<file path="src/hdl/ebsr_pkg.sv">
// constants for the excitation, bias and system control register slice
`default_nettype none
package ebsr_pkg;
  // register offsets (byte addresses on the plain port)
  localparam logic [7:0] EBSR_ADDR_ROUTE = 8'h07;
  localparam logic [7:0] EBSR_ADDR_BIAS = 8'h08;
  localparam logic [7:0] EBSR_ADDR_SYS = 8'h09;
  // reset values
  localparam logic [7:0] EBSR_RST_ROUTE = 8'hFF;
  localparam logic [7:0] EBSR_RST_BIAS = 8'h00;
  localparam logic [7:0] EBSR_RST_SYS = 8'h10;
  // routing field positions and codes
  localparam int EBSR_RT2_LSB = 4;
  localparam int EBSR_RT1_LSB = 0;
  localparam logic [3:0] EBSR_RT_COM = 4'hC;
  localparam logic [3:0] EBSR_RT_LAST_IN6 = 4'h7;
  localparam logic [3:0] EBSR_RT_LAST_IN12 = 4'hB;
  // bias register bit positions
  localparam int EBSR_BIAS_LVL = 7;
  localparam int EBSR_BIAS_COM = 6;
  // system control field positions
  localparam int EBSR_MONITOR_SELECT_LSB = 5;
  localparam int EBSR_SYS_CAL_LSB = 3;
  localparam int EBSR_SYS_TMO = 2;
  localparam int EBSR_SYS_CRC = 1;
  localparam int EBSR_SYS_STAT = 0;
  // calibration sample counts per code
  localparam logic [4:0] EBSR_CAL_N0 = 5'h01;
  localparam logic [4:0] EBSR_CAL_N1 = 5'h04;
  localparam logic [4:0] EBSR_CAL_N2 = 5'h08;
  localparam logic [4:0] EBSR_CAL_N3 = 5'h10;
  // conversion result word length in bytes, without extras
  localparam logic [2:0] EBSR_RES_BYTES = 3'h3;
endpackage
`default_nettype wire

</file>
<file path="src/hdl/ebsr_regs.sv">
// excitation routing, sensor bias and system control register slice
// Function
// RULE1 - second source route field, bits 7:4, reset Fh
// RULE2 - code 6/7: input 6/7 or reference
// RULE3 - codes 8-11 wide only, C common, else off
// RULE4 - first source route field, bits 3:0, same map
// RULE5 - bit 7 picks midpoint or sum over twelve
// RULE6 - bias generator off when no input connected
// RULE7 - bit 6 connects bias to common input
// RULE8 - bits 5:0 connect bias to inputs 5:0
// RULE9 - bias connect bits act independently
// RULE10 - bias register at 08h, reset 00h
// RULE11 - system control at 09h, reset 10h, fields
// RULE12 - calibration code selects 1, 4, 8, 16 samples
// RULE13 - crc enable appends crc byte over result
// RULE14 - status enable prepends status byte
// RULE15 - timeout enable activates serial timeout
// RULE16 - fields read back last written value
//
// Our own choice: strobed register access.
`default_nettype none
module ebsr_regs
  import ebsr_pkg::*;
#(
  parameter bit WIDE_VARIANT = 1'b1
) (
  // clock and reset
  input wire logic MCLK,
  input wire logic RST_N,
  // register port
  input wire logic [7:0] ADDR,
  input wire logic [7:0] WDATA,
  input wire logic WR,
  input wire logic RD,
  output logic [7:0] RDATA,
  // excitation routing, one-hot over 12 inputs, ref pair, common
  output logic [11:0] SRC1_TO_INPUT,
  output logic SRC1_TO_REFP,
  output logic SRC1_TO_REFN,
  output logic SRC1_TO_COMMON,
  output logic [11:0] SRC2_TO_INPUT,
  output logic SRC2_TO_REFP,
  output logic SRC2_TO_REFN,
  output logic SRC2_TO_COMMON,
  // bias voltage controls
  output logic BIAS_GEN_EN,
  output logic BIAS_LEVEL_SEL,
  output logic BIAS_TO_COMMON,
  output logic [5:0] BIAS_TO_INPUT,
  // system control
  output logic [2:0] MONITOR_SELECT,
  output logic [4:0] CAL_SAMPLES,
  output logic TIMEOUT_ENABLE,
  output logic CRC_APPEND,
  output logic STATUS_PREPEND,
  output logic [2:0] RESULT_BYTES
);

  logic [7:0] route_r;
  logic [7:0] bias_r;
  logic [7:0] sys_r;
  logic [7:0] rdata_r;
  logic [7:0] rdata_nxt;

  // address decode
  wire hit_route = (ADDR == EBSR_ADDR_ROUTE);
  wire hit_bias = (ADDR == EBSR_ADDR_BIAS); // RULE10
  wire hit_sys = (ADDR == EBSR_ADDR_SYS); // RULE11

  // register storage, plain read/write
  always_ff @(posedge MCLK or negedge RST_N) begin
    if (!RST_N) begin
      route_r <= EBSR_RST_ROUTE; // RULE1 RULE4
      bias_r <= EBSR_RST_BIAS; // RULE10
      sys_r <= EBSR_RST_SYS; // RULE11
    end else if (WR) begin
      if (hit_route) route_r <= WDATA; // RULE16
      if (hit_bias) bias_r <= WDATA; // RULE16
      if (hit_sys) sys_r <= WDATA; // RULE16
    end
  end

  // read mux, unmapped reads zero
  assign rdata_nxt = hit_route ? route_r :
                     hit_bias ? bias_r :
                     hit_sys ? sys_r : 8'h00; // RULE16

  // read data stand only in the cycle after the strobe
  always_ff @(posedge MCLK or negedge RST_N) begin
    if (!RST_N) begin
      rdata_r <= 8'h00;
    end else begin
      rdata_r <= RD ? rdata_nxt : 8'h00;
    end
  end
  assign RDATA = rdata_r;

  // route code decode, one generate block per input serving both sources
  wire [3:0] code1 = route_r[EBSR_RT1_LSB +: 4]; // RULE4
  wire [3:0] code2 = route_r[EBSR_RT2_LSB +: 4]; // RULE1
  wire [3:0] last_in = WIDE_VARIANT ? EBSR_RT_LAST_IN12 : EBSR_RT_LAST_IN6;
  logic [11:0] in1;
  logic [11:0] in2;
  genvar g;
  generate
    for (g = 0; g < 12; g++) begin : g_in
      localparam logic [3:0] CODE = 4'(g);
      // codes 6, 7 count as inputs only on the wide variant
      wire ok = (CODE <= last_in) && (WIDE_VARIANT || g < 6);
      assign in1[g] = ok && (code1 == CODE); // RULE4 RULE2 RULE3
      assign in2[g] = ok && (code2 == CODE); // RULE1 RULE2 RULE3
    end
  endgenerate
  assign SRC1_TO_INPUT = in1;
  assign SRC2_TO_INPUT = in2;
  // narrow variant sends codes 6 and 7 to the reference pair
  assign SRC1_TO_REFP = !WIDE_VARIANT && (code1 == 4'h6); // RULE2
  assign SRC1_TO_REFN = !WIDE_VARIANT && (code1 == 4'h7); // RULE2
  assign SRC2_TO_REFP = !WIDE_VARIANT && (code2 == 4'h6); // RULE2
  assign SRC2_TO_REFN = !WIDE_VARIANT && (code2 == 4'h7); // RULE2
  assign SRC1_TO_COMMON = (code1 == EBSR_RT_COM); // RULE3
  assign SRC2_TO_COMMON = (code2 == EBSR_RT_COM); // RULE3

  // bias controls, each bit independent
  assign BIAS_LEVEL_SEL = bias_r[EBSR_BIAS_LVL]; // RULE5
  assign BIAS_TO_COMMON = bias_r[EBSR_BIAS_COM]; // RULE7
  assign BIAS_TO_INPUT = bias_r[5:0]; // RULE8 RULE9
  assign BIAS_GEN_EN = |bias_r[EBSR_BIAS_COM:0]; // RULE6

  // system control fields
  wire [1:0] cal_code = sys_r[EBSR_SYS_CAL_LSB +: 2];
  assign MONITOR_SELECT = sys_r[EBSR_MONITOR_SELECT_LSB +: 3]; // RULE11
  assign CAL_SAMPLES = (cal_code == 2'h0) ? EBSR_CAL_N0 :
                       (cal_code == 2'h1) ? EBSR_CAL_N1 :
                       (cal_code == 2'h2) ? EBSR_CAL_N2 :
                       EBSR_CAL_N3; // RULE12
  assign TIMEOUT_ENABLE = sys_r[EBSR_SYS_TMO]; // RULE15
  assign CRC_APPEND = sys_r[EBSR_SYS_CRC]; // RULE13
  assign STATUS_PREPEND = sys_r[EBSR_SYS_STAT]; // RULE14
  // bytes shifted per result: data plus optional status and crc
  assign RESULT_BYTES = EBSR_RES_BYTES + {2'b00, STATUS_PREPEND}
                        + {2'b00, CRC_APPEND}; // RULE13 RULE14

  // assertions
  property p_rd_latency;
    @(posedge MCLK) disable iff (!RST_N)
      RD && hit_sys |=> RDATA == $past(sys_r);
  endproperty
  a_rd_latency: assert property (p_rd_latency) // RULE16
    else $error("read data wrong one cycle after read");
  property p_wr_sys;
    @(posedge MCLK) disable iff (!RST_N)
      WR && hit_sys ##1 RD && hit_sys |=> RDATA == $past(WDATA, 2);
  endproperty
  a_wr_sys: assert property (p_wr_sys) // RULE11
    else $error("system control did not read back write");
  property p_bias_gen;
    @(posedge MCLK) disable iff (!RST_N)
      BIAS_GEN_EN == (BIAS_TO_COMMON || |BIAS_TO_INPUT);
  endproperty
  a_bias_gen: assert property (p_bias_gen) // RULE6
    else $error("bias generator enable mismatch");
  property p_bias_wr;
    @(posedge MCLK) disable iff (!RST_N)
      WR && hit_bias |=> BIAS_TO_INPUT == $past(WDATA[5:0])
        && BIAS_LEVEL_SEL == $past(WDATA[7]);
  endproperty
  a_bias_wr: assert property (p_bias_wr) // RULE8
    else $error("bias bits not taken from write");
  property p_com_wr;
    @(posedge MCLK) disable iff (!RST_N)
      WR && hit_bias |=> BIAS_TO_COMMON == $past(WDATA[6]);
  endproperty
  a_com_wr: assert property (p_com_wr) // RULE7
    else $error("common bias bit not taken");
  property p_route_off;
    @(posedge MCLK) disable iff (!RST_N)
      WR && hit_route && WDATA[7:4] > EBSR_RT_COM |=>
        !SRC2_TO_COMMON && SRC2_TO_INPUT == 12'h000 && !SRC2_TO_REFP;
  endproperty
  a_route_off: assert property (p_route_off) // RULE3
    else $error("second source not disconnected");
  property p_route1;
    @(posedge MCLK) disable iff (!RST_N)
      WR && hit_route && WDATA[3:0] < 4'h6 |=>
        SRC1_TO_INPUT == (12'h001 << $past(WDATA[3:0]));
  endproperty
  a_route1: assert property (p_route1) // RULE4
    else $error("first source routed wrongly");
  property p_cal;
    @(posedge MCLK) disable iff (!RST_N)
      WR && hit_sys && WDATA[4:3] == 2'h3 |=> CAL_SAMPLES == 5'h10;
  endproperty
  a_cal: assert property (p_cal) // RULE12
    else $error("calibration sample count wrong");
  property p_bytes;
    @(posedge MCLK) disable iff (!RST_N)
      CRC_APPEND && STATUS_PREPEND |-> RESULT_BYTES == 3'h5;
  endproperty
  a_bytes: assert property (p_bytes) // RULE13
    else $error("result length wrong");
  // read port: each register returns its stored value, others zero
  property p_rd_route;
    @(posedge MCLK) disable iff (!RST_N)
      RD && hit_route |=> RDATA == $past(route_r);
  endproperty
  a_rd_route: assert property (p_rd_route) // RULE16
    else $error("route register read wrong");
  property p_rd_bias;
    @(posedge MCLK) disable iff (!RST_N)
      RD && hit_bias |=> RDATA == $past(bias_r);
  endproperty
  a_rd_bias: assert property (p_rd_bias) // RULE16
    else $error("bias register read wrong");
  property p_rd_unmapped;
    @(posedge MCLK) disable iff (!RST_N)
      RD && !hit_route && !hit_bias && !hit_sys |=> RDATA == 8'h00;
  endproperty
  a_rd_unmapped: assert property (p_rd_unmapped) // RULE16
    else $error("unmapped read not zero");
  property p_rd_idle;
    @(posedge MCLK) disable iff (!RST_N)
      !RD |=> RDATA == 8'h00;
  endproperty
  a_rd_idle: assert property (p_rd_idle) // RULE16
    else $error("read data outside the read cycle");
  // registers only change on a write strobe
  property p_reg_hold;
    @(posedge MCLK) disable iff (!RST_N)
      !WR |=> $stable(route_r) && $stable(bias_r) && $stable(sys_r);
  endproperty
  a_reg_hold: assert property (p_reg_hold) // RULE16
    else $error("register changed without a write");
  // routing outputs follow the code just written
  property p_route2;
    @(posedge MCLK) disable iff (!RST_N)
      WR && hit_route && WDATA[7:4] < 4'h6 |=>
        SRC2_TO_INPUT == (12'h001 << $past(WDATA[7:4]));
  endproperty
  a_route2: assert property (p_route2) // RULE1
    else $error("second source routed wrongly");
  property p_route_com;
    @(posedge MCLK) disable iff (!RST_N)
      WR && hit_route |=>
        SRC1_TO_COMMON == ($past(WDATA[3:0]) == EBSR_RT_COM)
        && SRC2_TO_COMMON == ($past(WDATA[7:4]) == EBSR_RT_COM);
  endproperty
  a_route_com: assert property (p_route_com) // RULE3
    else $error("common input routing wrong");
  property p_route_ref;
    @(posedge MCLK) disable iff (!RST_N)
      WR && hit_route |=>
        SRC1_TO_REFP == (!WIDE_VARIANT && $past(WDATA[3:0]) == 4'h6)
        && SRC1_TO_REFN == (!WIDE_VARIANT && $past(WDATA[3:0]) == 4'h7);
  endproperty
  a_route_ref: assert property (p_route_ref) // RULE2
    else $error("reference pair routing wrong");
  property p_route_wide;
    @(posedge MCLK) disable iff (!RST_N)
      WR && hit_route && WDATA[3:0] > 4'h7 && WDATA[3:0] < EBSR_RT_COM |=>
        SRC1_TO_INPUT == (WIDE_VARIANT ? 12'h001 << $past(WDATA[3:0])
        : 12'h000);
  endproperty
  a_route_wide: assert property (p_route_wide) // RULE3
    else $error("upper inputs routed on the wrong variant");
  property p_route_onehot;
    @(posedge MCLK) disable iff (!RST_N)
      $onehot0(SRC1_TO_INPUT) && $onehot0(SRC2_TO_INPUT);
  endproperty
  a_route_onehot: assert property (p_route_onehot) // RULE4
    else $error("a source routed to two inputs");
  // bias enable follows the connect bits that were written
  property p_bias_gen_wr;
    @(posedge MCLK) disable iff (!RST_N)
      WR && hit_bias |=> BIAS_GEN_EN == ($past(WDATA[6:0]) != 7'h00);
  endproperty
  a_bias_gen_wr: assert property (p_bias_gen_wr) // RULE6
    else $error("bias generator not following connect bits");
  // system control fields follow the value just written
  property p_sys_fields;
    @(posedge MCLK) disable iff (!RST_N)
      WR && hit_sys |=> MONITOR_SELECT == $past(WDATA[7:5])
        && TIMEOUT_ENABLE == $past(WDATA[2])
        && CRC_APPEND == $past(WDATA[1])
        && STATUS_PREPEND == $past(WDATA[0]);
  endproperty
  a_sys_fields: assert property (p_sys_fields) // RULE11 RULE13 RULE14 RULE15
    else $error("system control fields not taken from write");
  property p_cal_all;
    @(posedge MCLK) disable iff (!RST_N)
      WR && hit_sys |=> CAL_SAMPLES == (($past(WDATA[4:3]) == 2'h0) ? 5'h01
        : ($past(WDATA[4:3]) == 2'h1) ? 5'h04
        : ($past(WDATA[4:3]) == 2'h2) ? 5'h08 : 5'h10);
  endproperty
  a_cal_all: assert property (p_cal_all) // RULE12
    else $error("calibration sample count not per code");
  property p_bytes_plain;
    @(posedge MCLK) disable iff (!RST_N)
      !CRC_APPEND && !STATUS_PREPEND |-> RESULT_BYTES == 3'h3;
  endproperty
  a_bytes_plain: assert property (p_bytes_plain) // RULE14
    else $error("plain result length wrong");
  c_wr_rd: cover property (@(posedge MCLK) WR && hit_route ##1 RD);
  c_bias: cover property (@(posedge MCLK) BIAS_GEN_EN && BIAS_LEVEL_SEL);
  c_crc: cover property (@(posedge MCLK) CRC_APPEND && TIMEOUT_ENABLE);
  c_ref: cover property (@(posedge MCLK) SRC1_TO_REFP || SRC2_TO_REFN);
  c_unmapped: cover property (@(posedge MCLK) RD && !hit_route && !hit_bias
    && !hit_sys);

endmodule
`default_nettype wire

</file>
<file path="config.mk">
export PLATFORM = sky130hd
export DESIGN_NAME = ebsr_regs
export DESIGN_NICKNAME = d
export VERILOG_FILES = /design/src/hdl/ebsr_pkg.sv /design/src/hdl/ebsr_regs.sv
export SDC_FILE = /design/constraint.sdc
export NUM_CORES = 1
export LEC_CHECK = 0
export ABC_AREA = 1
export BUFFER_PORTS_ARGS = -buffer_cell sky130_fd_sc_hd__buf_2
export CAP_MARGIN = 30
export CORE_ASPECT_RATIO = 0.9
export CORE_MARGIN = 5
export CORE_UTILIZATION = 25
export CTS_BUF_LIST = sky130_fd_sc_hd__clkbuf_2
export DETAILED_ROUTE_END_ITERATION = 16
export GPL_TIMING_DRIVEN = 0
export MAX_ROUTING_LAYER = met4
export PLACE_DENSITY_LB_ADDON = 0.15
export SLEW_MARGIN = 20
export SYNTH_ARGS = -nofsm -noshare
export SYNTH_HDL_FRONTEND = slang
export SYNTH_SLANG_ARGS = --single-unit
</file>
<file path="constraint.sdc">
create_clock -name MCLK -period 1.3 [get_ports MCLK]
set_clock_uncertainty 0.05 [all_clocks]
set_input_delay 0.26 -clock MCLK [delete_from_list [all_inputs] [get_ports MCLK]]
set_output_delay 0.26 -clock MCLK [all_outputs]
set_load 0.01 [all_outputs]
</file>
==> reports/qor.json, run 1 <==
{
  "run_status": {
    "status": "complete, but fails checks",
    "violations": "negative setup slack"
  },
  "global_routing": {
    "antenna_found_initial": 0,
    "gr-total-overflow": 0,
    "global_route.usage.total_pct": 13.7,
    "grt_pass1_wl_um": 9600,
    "grt_pass1_vias": 1942,
    "grt_start_max_net_pins": 33
  },
  "clock_network": {
    "clock-sinks": 32,
    "clock_tree_from_tritoncts": "built",
    "worstSkewPairLatency_ps": 400,
    "cts-buffers-inserted": 5,
    "max-clock-path-buffers": 2,
    "cts-htree-levels": 2,
    "cts.root.buffer_cell": "clkbuf_2",
    "path_clk_slew_ps": 200
  },
  "worst_setup_path": {
    "worstPathArrival_ps": 1440,
    "critical_path.max_fanout": 2,
    "cell_chain_critical_path": "nor4_2 > nand4_1 > buf_2",
    "timing.critical_path.from_type": "flip-flop",
    "critical_path_required_time_ps": 990,
    "critical_path.startpoint": "bias_r[0]",
    "largest_delay_contributor_family_on_the_critical_path": "flip-flops",
    "critPathBufInv": 1,
    "timing.rr.start": "route_r[6]",
    "crit_path_max_incr_delay_ps": 440,
    "critPathSlowestCell": "dfrtp_1",
    "worst_setup_path_end_kind": "primary output",
    "criticalPathCategory": "flip-flop to primary output"
  },
  "placed_design": {
    "hpwlAfterDp_um": 4480,
    "buffer_ports.inserted": 74,
    "place_congestion": 0.793,
    "dp_cells": 417
  },
  "logic_synthesis": {
    "synthCells": 246,
    "ys_warn_count": 0,
    "synth_cell_type_count": 22,
    "mapped_cell_area_um2": 1850,
    "synth_sequential_area_ratio_pct": 44.0,
    "post_synth.cell_area_avg_um2": 7.51,
    "ys_seq_elements": 32
  },
  "floorplan": {
    "fp.dieW_um": 101,
    "count_of_standard_cell_rows": 29,
    "initial_util_pct": 26.0,
    "number_of_ports_placed_on_the_die_boundary": 81,
    "placeableCoreArea_um2": 7110,
    "dieHeight_um": 91.5,
    "fp.dieArea_um2": 9210
  },
  "worst_hold_path": {
    "worstHoldPathType": "input pin to flip-flop",
    "min-delay-start": "WDATA[5]"
  },
  "timing": {
    "hold_ws_ps": 10.9,
    "timing.fmax_mhz": 572,
    "maxSlewViolCount": 0,
    "period_minus_slack_ps": 1750,
    "grt_setup_unrepaired": "yes",
    "report.final.setup_viol": 41,
    "final_critical_path_setup_slack_ps": -449,
    "period_share_pct": 135,
    "worst_slew_margin_rel_pct": 49.0,
    "hold_violations": 0,
    "max_slew.worst_pin.slew_ps": 765,
    "setup_total_neg_slack_ps": -12220
  },
  "power": {
    "leakage_nw": 1.62,
    "cell_internal_pwr_mw": 1.64,
    "power.sequential.fraction_pct": 47.3,
    "switchingPower_mw": 0.769,
    "power_frac_clock_pct": 29.8,
    "worst_vdd_rail_ir_drop_mv": 0.377,
    "pwr_density_cell_nw_per_um2": 845,
    "p_sw_share_pct": 31.9,
    "comb_power_share_pct": 22.8
  },
  "routing": {
    "dr_total_vias": 1923,
    "routed.top_layer": "met4",
    "postRouteAntennaNets": 0,
    "met2_wirelength_um": 2650,
    "vias_per_cell": 4.30,
    "drt-met1-wl_um": 2940,
    "drt-wirelength-per-cell_um": 13.4,
    "drt-initial-drc-count": 104,
    "drt_pre_antenna_iters": 4,
    "post_route_drc_violation_count": 0,
    "route.met3.wl_um": 371,
    "drt_wl_total_um": 6000
  },
  "finish": {
    "finalNetCount": 374,
    "commonest_cells_after_routing_fill_and_taps_aside": "buf_2, nand2_1, nor2_1",
    "final_cells": 447,
    "antenna_cells_inserted": 0,
    "final_common_cell": "buf_2",
    "final_layout_size_suffix_gt1_share_pct": 52.3,
    "layout-area-overhead-vs-synth_pct": 54.7,
    "fin_util_pct": 40.2
  },
  "run": {
    "max_cap_violations": 0
  }
}
## per-layer routing
layer	global-route usage [%]	vias to the layer above
met5	-	-
met2	20.3	64
met3	3.37	7
met4	3.37	0
li1	-	976
met1	18.8	876
## final cells by class
class	instances	area [um2]
tap	93	116
clock inverter	3	42.5
timing repair buffer	99	663
fill	774	4250
inverter	31	134
clock buffer	5	25.0
buffer	11	95.1
multi-input combinational	173	970
sequential	32	812
## worst reg2reg max path, delay by kind of cell (launching register included)
kind | cells | cell delay, ps
and+or+nand+nor | 3 | 200
buffers and inverters | 3 | 320
DFF | 1 | 620
## cells in the mapped netlist (all sizes together)
cell type / count / area (um2)
nor3: 3 / 15.0
nand3: 26 / 130
o21ai: 24 / 135
nand4: 1 / 6.26
nor2: 45 / 223
conb: 1 / 3.75
inv: 31 / 116
nand2: 67 / 269
dfstp: 9 / 236
dfrtp: 23 / 576
buf: 14 / 118
nor4: 1 / 6.26
ha: 1 / 12.5
## path summary, 6_finish.rpt
path	to	slack [ps]	depth (start not counted)
setup reg to reg	RDATA[6]	50	6
hold / removal	route_r[5]	10	3
max in group asynchronous	sys_r[3]	320	2
setup / recovery	BIAS_GEN_EN	-450	3
hold reg to reg	sys_r[6]	540	2
min in group asynchronous	RDATA[7]	380	2
## repair_timing
item / CTS / global route
gates cloned: 0 / 0
hold endpoints to repair: 23 / 0
buffers inserted: 19 / 6
resized for setup: 51 / 31
endpoints found under the setup margin: 46 / 54
hold buffers: 1 / 0
pin swaps: 17 / 17
## logic make-up (layout without fill, tap and decap cells)
logic type / Yosys count / count (layout) / share of synthesized area (%)
adders and majority gates: 1 / 1 / 0.677
DFF: 32 / 32 / 44.0
buffers and inverters: 45 / 149 / 12.7
other: 1 / 5 / 0.203
and+or+nand+nor: 143 / 143 / 35.2
AOI/OAI and AO/OA: 24 / 24 / 7.32
## registers in the layout (all words and copies together) (netlist names)
name	flops
sys_r	8
RDATA	8
bias_r	8
route_r	8
## through the flow
stage | worst slack, ps | power, mW | cell area [um2]
floorplan | 102 | 1.34 | 1860
global placement | -179 | 1.51 | 2350
detailed placement | -194 | 1.52 | 2350
CTS | -449 | 2.37 | 2710
global route | -546 | 2.54 | 2860
finish | -449 | 2.41 | 2860
## power groups by stage
stage / Clock (mW) / Combinational [mW] / Sequential [mW]
2_1_floorplan: 0 / 0.206 / 1.13
3_3_place_gp: 0 / 0.374 / 1.14
3_5_place_dp: 0 / 0.381 / 1.13
4_1_cts: 0.729 / 0.505 / 1.13
5_1_grt: 0.783 / 0.607 / 1.15
6_report: 0.720 / 0.551 / 1.14
No activity file was read; power rests on OpenSTA's default activity.
==> run 2: changes to the inputs <==
--- a/config.mk
+++ b/config.mk
@@ -7,13 +7,14 @@
 export LEC_CHECK = 0
 export ABC_AREA = 1
 export BUFFER_PORTS_ARGS = -buffer_cell sky130_fd_sc_hd__buf_2
-export CAP_MARGIN = 30
+export CAP_MARGIN = 20
 export CORE_ASPECT_RATIO = 0.9
 export CORE_MARGIN = 5
 export CORE_UTILIZATION = 25
 export CTS_BUF_LIST = sky130_fd_sc_hd__clkbuf_2
 export DETAILED_ROUTE_END_ITERATION = 16
 export GPL_TIMING_DRIVEN = 0
+export HOLD_SLACK_MARGIN = 0.05
 export MAX_ROUTING_LAYER = met4
 export PLACE_DENSITY_LB_ADDON = 0.15
 export SLEW_MARGIN = 20
==> run 2 against run 1 <==
The run still ends with negative setup slack left. Largest cell class unchanged. Highest routed layer unchanged. Fmax increased by 0.54%. First-iteration DRC count decreased by 19%. Largest power group unchanged. Critical path depth unchanged. Via count increased by 1.4%.
==> reports/qor.json, run 2 (synthesis results as in run 1) <==
{
  "timing": {
    "period_share_pct": 134,
    "maxSlewViolCount": 0,
    "grt_setup_unrepaired": "yes",
    "max_slew.worst_pin.slew_ps": 766,
    "timing.fmax_mhz": 575,
    "report.final.setup_viol": 42,
    "hold_ws_ps": 244,
    "period_minus_slack_ps": 1740,
    "final_critical_path_setup_slack_ps": -440,
    "worst_slew_margin_rel_pct": 49.0,
    "hold_violations": 0
  },
  "floorplan": {
    "initial_util_pct": 26.0,
    "number_of_ports_placed_on_the_die_boundary": 81,
    "fp.dieArea_um2": 9210,
    "dieHeight_um": 91.5,
    "fp.dieW_um": 101,
    "count_of_standard_cell_rows": 29,
    "placeableCoreArea_um2": 7110
  },
  "finish": {
    "final_common_cell": "buf_2",
    "finalNetCount": 383,
    "final_layout_size_suffix_gt1_share_pct": 51.0,
    "sequential_cell_area_um2": 812,
    "antenna_cells_inserted": 0,
    "multiInputGateArea_um2": 970,
    "layout-area-overhead-vs-synth_pct": 59.6,
    "final.fill_count": 765,
    "commonest_cells_after_routing_fill_and_taps_aside": "buf_2, nand2_1, nor2_1"
  },
  "global_routing": {
    "global_route.usage.total_pct": 13.8,
    "gr-total-overflow": 0,
    "antenna_found_initial": 0,
    "grt_pass1_wl_um": 9670,
    "grt_start_max_net_pins": 33,
    "grt_pass1_vias": 1952
  },
  "worst_setup_path": {
    "critical_path.startpoint": "bias_r[0]",
    "critical_path.max_fanout": 2,
    "rrSetupSlack_ps": 40,
    "timing.rr.start": "route_r[6]",
    "timing.reg2reg.worst_path_depth": 6,
    "worst_setup_path_end_kind": "primary output",
    "criticalPathCategory": "flip-flop to primary output",
    "regToRegEndpoint": "RDATA[6]",
    "worstPathArrival_ps": 1430,
    "capture_point_of_the_critical_path": "BIAS_GEN_EN",
    "critical_path_required_time_ps": 990,
    "timing.critical_path.from_type": "flip-flop"
  },
  "power": {
    "power_after_layout_mw": 2.43,
    "cell_internal_pwr_mw": 1.66,
    "pwr_density_cell_nw_per_um2": 825,
    "leakage_nw": 1.66,
    "power.sequential.fraction_pct": 47.0,
    "comb_power_share_pct": 23.5,
    "worst_vdd_rail_ir_drop_mv": 0.379,
    "p_sw_share_pct": 31.6,
    "power_frac_clock_pct": 29.5,
    "switchingPower_mw": 0.769
  },
  "placed_design": {
    "hpwlAfterDp_um": 4480,
    "buffer_ports.inserted": 74,
    "place_congestion": 0.793
  },
  "run_status": {
    "status": "complete, but fails checks",
    "violations": "negative setup slack"
  },
  "routing": {
    "drt_wl_total_um": 6030,
    "vias_per_cell": 4.27,
    "drt_pre_antenna_iters": 4,
    "postRouteAntennaNets": 0,
    "drt-initial-drc-count": 84,
    "dr_total_vias": 1949,
    "post_route_drc_violation_count": 0,
    "drt-wirelength-per-cell_um": 13.2
  },
  "worst_hold_path": {
    "worstHoldPathType": "input pin to flip-flop"
  },
  "clock_network": {
    "cts-buffers-inserted": 5,
    "clock-sinks": 32,
    "cts-htree-levels": 2,
    "path_clk_slew_ps": 200,
    "max-clock-path-buffers": 2,
    "clock_tree_from_tritoncts": "built",
    "worstSkewPairLatency_ps": 400,
    "cts.root.buffer_cell": "clkbuf_2"
  },
  "run": {
    "max_cap_violations": 0
  }
}
[run 2: cell type report]
cell class	instances	share of cell area, %
buffer	11	3.23
clock buffer	5	0.849
clock inverter	3	1.44
inverter	31	4.54
multi-input combinational	173	32.9
sequential	32	27.5
tap	93	3.95
timing repair buffer	108	25.6
[run 2: power by group through the flow]
| stage | logic, mW | clock network (mW) | registers, mW |
|---|---|---|---|
| after global routing | 0.629 | 0.783 | 1.15 |
| after CTS | 0.526 | 0.729 | 1.13 |
| after global placement | 0.374 | 0 | 1.14 |
| after detailed placement | 0.381 | 0 | 1.13 |
| final | 0.572 | 0.716 | 1.14 |
| after floorplan | 0.206 | 0 | 1.13 |
[run 2: how the worst min path moves through the flow]
stage | from | endpoint | cells after the start
after floorplan | RST_N | RDATA[0] | 0
after detailed placement | RST_N | RDATA[7] | 1
after CTS | WR | bias_r[6] | 4
after global placement | RST_N | RDATA[7] | 1
after global routing | ADDR[3] | RDATA[6] | 5
final | WR | sys_r[7] | 4
[run 2: metrics by stage]
step | setup TNS (ps) | utilization, % | area (um2) | std cells | worst slack [ps]
after floorplan | 0 | - | 1860 | 250 | 102
after global placement | -2980 | 33.0 | 2350 | 417 | -179
after detailed placement | -3380 | 33.0 | 2350 | 417 | -194
after CTS | -12120 | 39.4 | 2800 | 451 | -449
after global routing | -15550 | 41.4 | 2950 | 456 | -546
final | -12100 | 41.4 | 2950 | 456 | -440
[run 2: timing repair]
| item | 4_1_cts | 5_1_grt |
|---|---|---|
| hold buffers | 10 | 0 |
| endpoints found under the setup margin | 46 | 54 |
| pin swaps | 17 | 17 |
| hold endpoints to repair | 47 | 0 |
| setup buffers | 19 | 6 |
| gates resized for setup | 51 | 31 |
[run 2: per-layer routing]
layer	vias to the layer above	wire length (um)	share of wire, %	track usage, %
li1	994	-	-	-
met1	887	2950	49	18.8
met2	61	2680	44	20.6
met3	7	357	5.9	3.45
met4	0	43	0.71	3.37
met5	-	0	0	-
[run 2: worst max-delay path, cell delays in order (launching register included)]
cell     delay (ps)
dfrtp_1         440
nor4_2          300
nand4_1         130
buf_2           150
